## src/logic/mphy_consts.svh

```systemverilog
// constants for the phy-side media independent interface
`ifndef MPHY_CONSTS_SVH
`define MPHY_CONSTS_SVH

// ----------------------------------------------------------------------
// timing
// ----------------------------------------------------------------------
`define MPHY_CLK_PERIOD_PS 32'd4000
`define MPHY_MII_PERIOD_PS 32'd40000
`define MPHY_SYM_PERIOD_PS 32'd8000
`define MPHY_MII_DIV (`MPHY_MII_PERIOD_PS / `MPHY_CLK_PERIOD_PS)
`define MPHY_SYM_DIV (`MPHY_SYM_PERIOD_PS / `MPHY_CLK_PERIOD_PS)
`define MPHY_MII_HALF (`MPHY_MII_DIV / 32'd2)
`define MPHY_SYM_HALF (`MPHY_SYM_DIV / 32'd2)

// ----------------------------------------------------------------------
// field layout and reset values
// ----------------------------------------------------------------------
`define MPHY_NIB_W 4
`define MPHY_NIB_RST 4'h0
`define MPHY_DIV_CNT_W 8

`endif

```

## src/logic/mphy_pkg.sv

```systemverilog
// types shared by the phy-side media independent interface
package mphy_pkg;

    typedef enum logic [1:0] {
        MPHY_TX_IDLE = 2'b01,
        MPHY_TX_FRAME = 2'b10
    } mphy_tx_state_t;

    typedef enum logic [1:0] {
        MPHY_RX_IDLE = 2'b01,
        MPHY_RX_FRAME = 2'b10
    } mphy_rx_state_t;

endpackage : mphy_pkg

```

## src/logic/mphy_clkdiv.sv

```systemverilog
// clock divider giving a square output and edge enables
`timescale 1ns/10ps
`include "mphy_consts.svh"

module mphy_clkdiv #(
    parameter logic [`MPHY_DIV_CNT_W-1:0] HALF = 8'h05
) (
    input wire logic clock,
    input wire logic rst,
    output logic clk_out,
    output logic rise,
    output logic fall
);
    logic [`MPHY_DIV_CNT_W-1:0] count;
    logic tick;

    assign tick = (count == HALF - 8'h01);
    // pulses lead the output edge by one cycle so users act with it
    assign rise = tick & ~clk_out;
    assign fall = tick & clk_out;

    always_ff @(posedge clock) begin
        if (rst || tick) begin
            count <= 8'h00;
        end else begin
            count <= count + 8'h01;
        end
    end

    always_ff @(posedge clock) begin
        if (rst) begin
            clk_out <= 1'b0;
        end else if (tick) begin
            clk_out <= ~clk_out;
        end
    end

endmodule : mphy_clkdiv

```

## src/logic/mphy_mii.sv

```systemverilog
// phy-side media independent interface: mii pins to internal nibbles
//
// Operation
// - capture transmit nibble when enable high
// - drive free-running transmit clock to MAC
// - enable and error give invalid symbol
// - present receive nibble each valid period
// - drive free-running receive clock to MAC
// - raise data valid with decoded nibbles
// - valid covers frame from delimiter, excludes end
// - receive error changes only with clock
// - hold receive error on frame error
// - carrier sense when either medium busy
// - accept transmit nibbles at 25 MHz
// - derive 125 MHz internal symbol rate
`timescale 1ns/10ps
`include "mphy_consts.svh"

module mphy_mii
    import mphy_pkg::*;
(
    input wire logic clock,
    input wire logic rst,
    // mii transmit side
    output logic tx_clk,
    input wire logic [`MPHY_NIB_W-1:0] txd,
    input wire logic tx_en,
    input wire logic tx_er,
    // mii receive side
    output logic rx_clk,
    output logic [`MPHY_NIB_W-1:0] rxd,
    output logic rx_dv,
    output logic rx_er,
    output logic crs,
    // internal symbol-rate enable
    output logic sym_tick,
    // toward the transmit coder
    output logic [`MPHY_NIB_W-1:0] tx_nib_data,
    output logic tx_nib_valid,
    output logic tx_nib_error,
    output logic tx_busy,
    // from the receive decoder
    input wire logic [`MPHY_NIB_W-1:0] rx_nib_data,
    input wire logic rx_nib_valid,
    input wire logic rx_nib_frame,
    input wire logic rx_nib_error,
    input wire logic rx_line_busy
);
    // ------------------------------------------------------------------
    // clocks
    // ------------------------------------------------------------------
    logic mii_fall;
    logic sym_rise;

    mphy_clkdiv #(
        .HALF(`MPHY_DIV_CNT_W'(`MPHY_MII_HALF))
    ) u_mii_div (
        .clock(clock),
        .rst(rst),
        .clk_out(tx_clk),
        .rise(),
        .fall(mii_fall)
    );

    // receive clock shares the transmit clock
    assign rx_clk = tx_clk;

    mphy_clkdiv #(
        .HALF(`MPHY_DIV_CNT_W'(`MPHY_SYM_HALF))
    ) u_sym_div (
        .clock(clock),
        .rst(rst),
        .clk_out(),
        .rise(sym_rise),
        .fall()
    );

    assign sym_tick = sym_rise;

    // ------------------------------------------------------------------
    // transmit pin synchronisers
    // ------------------------------------------------------------------
    logic [`MPHY_NIB_W+1:0] tx_meta;
    logic [`MPHY_NIB_W+1:0] tx_sync;

    // first stage may settle late; nothing but the second stage reads it
    always_ff @(posedge clock) begin
        if (rst) begin
            tx_meta <= '0;
        end else begin
            tx_meta <= {tx_er, tx_en, txd};
        end
    end

    always_ff @(posedge clock) begin
        if (rst) begin
            tx_sync <= '0;
        end else begin
            tx_sync <= tx_meta;
        end
    end

    logic s_en;
    logic s_er;
    logic [`MPHY_NIB_W-1:0] s_txd;

    assign s_txd = tx_sync[`MPHY_NIB_W-1:0];
    assign s_en = tx_sync[`MPHY_NIB_W];
    assign s_er = tx_sync[`MPHY_NIB_W+1];

    // ------------------------------------------------------------------
    // transmit capture
    // ------------------------------------------------------------------
    // the mac launches on the rising edge; sampling at the falling edge
    // leaves half a period, more than the two-flop latency needs
    mphy_tx_state_t tx_state;
    mphy_tx_state_t next_tx_state;

    always_comb begin
        next_tx_state = tx_state;
        case (tx_state)
            MPHY_TX_IDLE: begin
                if (mii_fall && s_en) begin
                    next_tx_state = MPHY_TX_FRAME;
                end
            end
            MPHY_TX_FRAME: begin
                if (mii_fall && !s_en) begin
                    next_tx_state = MPHY_TX_IDLE;
                end
            end
            default: begin
                next_tx_state = MPHY_TX_IDLE;
            end
        endcase
    end

    always_ff @(posedge clock) begin
        if (rst) begin
            tx_state <= MPHY_TX_IDLE;
        end else begin
            tx_state <= next_tx_state;
        end
    end

    assign tx_busy = (tx_state == MPHY_TX_FRAME);

    always_ff @(posedge clock) begin
        if (rst) begin
            tx_nib_valid <= 1'b0;
        end else begin
            tx_nib_valid <= mii_fall & s_en;
        end
    end

    always_ff @(posedge clock) begin
        if (rst) begin
            tx_nib_data <= `MPHY_NIB_RST;
        end else if (mii_fall && s_en) begin
            tx_nib_data <= s_txd;
        end
    end

    // the error flag lasts one nibble period, so the coder swaps in an
    // invalid symbol for exactly the nibble it came with
    always_ff @(posedge clock) begin
        if (rst) begin
            tx_nib_error <= 1'b0;
        end else if (mii_fall) begin
            tx_nib_error <= s_en & s_er;
        end
    end

    // ------------------------------------------------------------------
    // receive holding register
    // ------------------------------------------------------------------
    // one nibble held between the decoder and the pins; decoder rate
    // matches the pin rate so a single stage is enough
    logic hold_full;
    logic hold_frame;
    logic hold_err;
    logic [`MPHY_NIB_W-1:0] hold_data;

    always_ff @(posedge clock) begin
        if (rst) begin
            hold_full <= 1'b0;
        end else if (rx_nib_valid) begin
            // a new nibble wins over the drain in the same cycle
            hold_full <= 1'b1;
        end else if (mii_fall) begin
            hold_full <= 1'b0;
        end
    end

    always_ff @(posedge clock) begin
        if (rst) begin
            hold_data <= `MPHY_NIB_RST;
        end else if (rx_nib_valid) begin
            hold_data <= rx_nib_data;
        end
    end

    always_ff @(posedge clock) begin
        if (rst) begin
            hold_frame <= 1'b0;
        end else if (rx_nib_valid) begin
            hold_frame <= rx_nib_frame;
        end
    end

    always_ff @(posedge clock) begin
        if (rst) begin
            hold_err <= 1'b0;
        end else if (rx_nib_valid) begin
            hold_err <= rx_nib_error;
        end
    end

    // ------------------------------------------------------------------
    // receive pins
    // ------------------------------------------------------------------
    mphy_rx_state_t rx_state;
    mphy_rx_state_t next_rx_state;
    logic take;

    // the decoder withholds the end delimiter, so a frame nibble in the
    // holding stage is exactly a nibble to present
    assign take = hold_full & hold_frame;

    always_comb begin
        next_rx_state = rx_state;
        case (rx_state)
            MPHY_RX_IDLE: begin
                if (mii_fall && take) begin
                    next_rx_state = MPHY_RX_FRAME;
                end
            end
            MPHY_RX_FRAME: begin
                if (mii_fall && !take) begin
                    next_rx_state = MPHY_RX_IDLE;
                end
            end
            default: begin
                next_rx_state = MPHY_RX_IDLE;
            end
        endcase
    end

    always_ff @(posedge clock) begin
        if (rst) begin
            rx_state <= MPHY_RX_IDLE;
        end else begin
            rx_state <= next_rx_state;
        end
    end

    // valid spans frame, no end delimiter
    assign rx_dv = (rx_state == MPHY_RX_FRAME);

    // outputs move with the falling edge so they are steady at the rise
    always_ff @(posedge clock) begin
        if (rst) begin
            rxd <= `MPHY_NIB_RST;
        end else if (mii_fall) begin
            rxd <= take ? hold_data : `MPHY_NIB_RST;
        end
    end

    always_ff @(posedge clock) begin
        if (rst) begin
            rx_er <= 1'b0;
        end else if (mii_fall) begin
            rx_er <= take & hold_err;
        end
    end

    // ------------------------------------------------------------------
    // carrier sense
    // ------------------------------------------------------------------
    always_ff @(posedge clock) begin
        if (rst) begin
            crs <= 1'b0;
        end else begin
            crs <= tx_busy | rx_line_busy;
        end
    end

endmodule : mphy_mii

```

## config.mk

```make
export PLATFORM = sky130hd
export DESIGN_NAME = mphy_mii
export DESIGN_NICKNAME = d
export VERILOG_FILES = /design/src/logic/mphy_pkg.sv /design/src/logic/mphy_clkdiv.sv /design/src/logic/mphy_mii.sv
export VERILOG_INCLUDE_DIRS = /design/src /design/src/logic
export SDC_FILE = /design/constraint.sdc
export NUM_CORES = 1
export LEC_CHECK = 0
export BUFFER_PORTS_ARGS = -buffer_cell sky130_fd_sc_hd__buf_2
export CAP_MARGIN = 10
export CORE_MARGIN = 10
export CORE_UTILIZATION = 31
export DETAILED_ROUTE_END_ITERATION = 10
export GPL_TIMING_DRIVEN = 0
export PLACE_DENSITY_LB_ADDON = 0.25
export SLEW_MARGIN = 15
export SYNTH_ARGS = -nofsm -noshare
export SYNTH_HDL_FRONTEND = slang
export SYNTH_SLANG_ARGS = --single-unit
```

## constraint.sdc

```tcl
create_clock -name clock -period 2.78 [get_ports clock]
set_clock_uncertainty 0.05 [all_clocks]
set_input_delay 0.556 -clock clock [delete_from_list [all_inputs] [get_ports clock]]
set_output_delay 0.556 -clock clock [all_outputs]
set_load 0.005 [all_outputs]
```

==> results.toml <==
[hold_path]
min_from = "tx_meta[1]"
min_path_type = "reg2reg"
whs_path_depth = 1
hold_path_end = "tx_sync[1]"

[job]
drv_cap = 0

[clock_network]
cts_root_buf = "clkbuf_8"
path_clk_slew_ps = 100
ctsResizeCount = 0
cts_tree = "done"
clock_path_buffers = 2
numCtsBuffers = 5
cts_hold_buf = 0
h-tree-depth = 2
clk-insertion-delay-late_ps = 310
numClockSinks = 53
cts_setup_buffers = 0

[setup_path]
arrival_ps = 1670
regToRegSetupSlack_ps = 870
reg2reg_to = "tx_nib_data[3]"
endpoint_kind = "output pin"
r2r_start = "u_mii_div.count[0]"
path_class = "reg2out"
critical_path_required_ps = 2170
reg2reg_depth = 7
start_kind = "flop"
path_max_fanout = 4

[cells_and_area]
layout_commonest_cell = "dfxtp_1"
antenna_cells = 0
drive_gt1_share_pct = 18.3
fin_nets = 276
area.sequential_um2 = 1060
nFillCells = 689
multi_input_area_um2 = 880
final_cell_mix = "dfxtp_1, buf_2, a21oi_1"
fin_area_um2 = 2380
syn2layout_area_growth_pct = 16.9

[synth]
synthCells = 218
synth_compound_area_share_pct = 13.3
ys_ff_latch = 53
postSynthAreaPerCell_um2 = 9.36
synth.distinct_cells = 34
synthSimpleGateAreaFrac_pct = 21.4
netlist_area_um2 = 2040
synth_fp_nets = 238
yosysSeqAreaShare_pct = 52.0
synth_flop_cell = "dfxtp_1"
yosysWarnings = 0
synth_top_family_by_area = "simple AND/OR/NAND/NOR gates"
synth_fa_ha_area_share_pct = 2.45
synthMuxAreaShare_pct = 2.94
synth_edf_count = 0
async_flop_share_pct = 0
synth_xor_area_share_pct = 3.01

[placed_design]
io_buffers = 31
place_hpwl_um = 3200
placed_area_um2 = 2290
globalplace.congestion = 0.756

[drt]
routed-via-count = 1601
drc = 0
totalWireLength_um = 4340
drt_iter0_markers = 100
wl_met1_um = 2140
wl_per_cell_um = 13.0
met2_length_um = 1940
drt-pass1-iter-count = 4
viasPerCell = 4.79
antenna_left = 0
wl_met3_um = 216
top_layer_used = "met4"

[sta]
setup_viol = 0
tightestPinTransition_ps = 510
drv_slew = 0
fin_crit_ps = 2280
fin_tns_setup_ps = 0
fin_crit_sh_pct = 81.9
hold_viol_final = 0
max_clock_freq_ghz = 0.439
rsz0062_at_grt = "false"
slew-limit-headroom_pct = 65.5

[pwr]
p_sw_mw = 0.343
p_clk_share_pct = 33.6
max-vdd-ir-drop_v = 0.000277
static-leakage-power_nw = 0.940
switching_share_pct = 25.4
intPower_mw = 1.01
seq_power_share_pct = 58.9
comb_power_share_pct = 7.5
p_per_area_nw_per_um2 = 566

[grt]
overflow = 0
first_global_vias = 1588
grt_pass1_wl_um = 7220
grt_max_degree = 19
grtUsageTotal_pct = 8.52
grt_antenna_before_repair = 0

[status]
status = "completed"

[die]
start_util_pct = 31.9
die_h_um = 101
rows = 29
core-area_um2 = 6390
pin_count = 33
die-area_um2 = 10200
die_x_um = 101
-- metrics by stage --
step / instances / hold WS (ps) / utilization (%) / setup slack, ps / total power [mW]
floorplan: 218 / 364 / - / 1060 / 0.878
global placement: 326 / 375 / 35.9 / 827 / 0.914
detailed placement: 326 / 378 / 35.9 / 840 / 0.916
CTS: 334 / 400 / 37.3 / 472 / 1.37
global route: 334 / 403 / 37.3 / 384 / 1.41
finish: 334 / 399 / 37.3 / 503 / 1.35
-- sequential cells by signal, summed over array words and instances (netlist names), 2 cells and up --
name             count
u_mii_div.count      8
u_sym_div.count      8
tx_meta              6
tx_sync              6
hold_data            4
rxd                  4
tx_nib_data          4
rx_state             2
tx_state             2
-- how the worst max path moves through the flow --
stage                            start              to  slack (ps)  cells after the start
global route        u_sym_div.count[0]        sym_tick         380                      6
detailed placement  u_sym_div.count[0]        sym_tick         840                      6
floorplan           u_mii_div.count[0]  tx_nib_data[2]        1060                      7
global placement    u_sym_div.count[0]        sym_tick         830                      6
finish              u_sym_div.count[0]        sym_tick         500                      6
CTS                 u_sym_div.count[0]        sym_tick         470                      6
-- synthesized netlist by cell type, drive strengths merged, types with 5 or more instances --
cell type,n,share of area (%)
o31ai,5,1.8
clkbuf,7,1.3
nor2b,14,4.3
and3,5,1.5
buf,6,1.5
nand3,12,2.9
a21oi,20,4.9
dfxtp,53,52
mux2i,6,2.9
nand4,8,2.5
nor2,18,3.3
o21ai,14,3.4
inv,11,2.0
or3,7,2.1
-- routing by layer --
metal	track usage, %	up-vias
li1	-	827
met1	10.5	745
met2	13.6	25
met3	3.16	4
met4	2.25	0
met5	0	-
-- cell type report --
cell class	instances	area share, %
flip-flops and latches	53	44.5
repair buffers	31	6.51
well taps	77	4.04
plain buffers	13	2.41
inverters	11	1.73
clock inverters	3	1.05
clock buffers	5	2.89
multi-input cells	141	36.9
-- cells by family after synthesis --
family,Yosys count
buffers and inverters,24
multiplexers,6
XOR/XNOR,7
AO/OA/AOI/OAI,46
adder cells (fa/ha/maj),4
flip-flops,53
AND/OR/NAND/NOR,78
-- power groups by stage --
stage	Combinational, mW	Sequential [mW]	Clock [mW]
floorplan	0.0702	0.808	0
global placement	0.102	0.812	0
detailed placement	0.104	0.812	0
CTS	0.104	0.795	0.468
global route	0.116	0.798	0.498
finish	0.102	0.794	0.453
-- worst max-delay path, cell delays in order (launching register included) --
cell,delay [ps]
dfxtp_1,350
inv_1,60
ha_1,140
nor4b_1,430
nand3b_1,200
inv_1,80
buf_2,110
(Power assumes the default switching activity.)
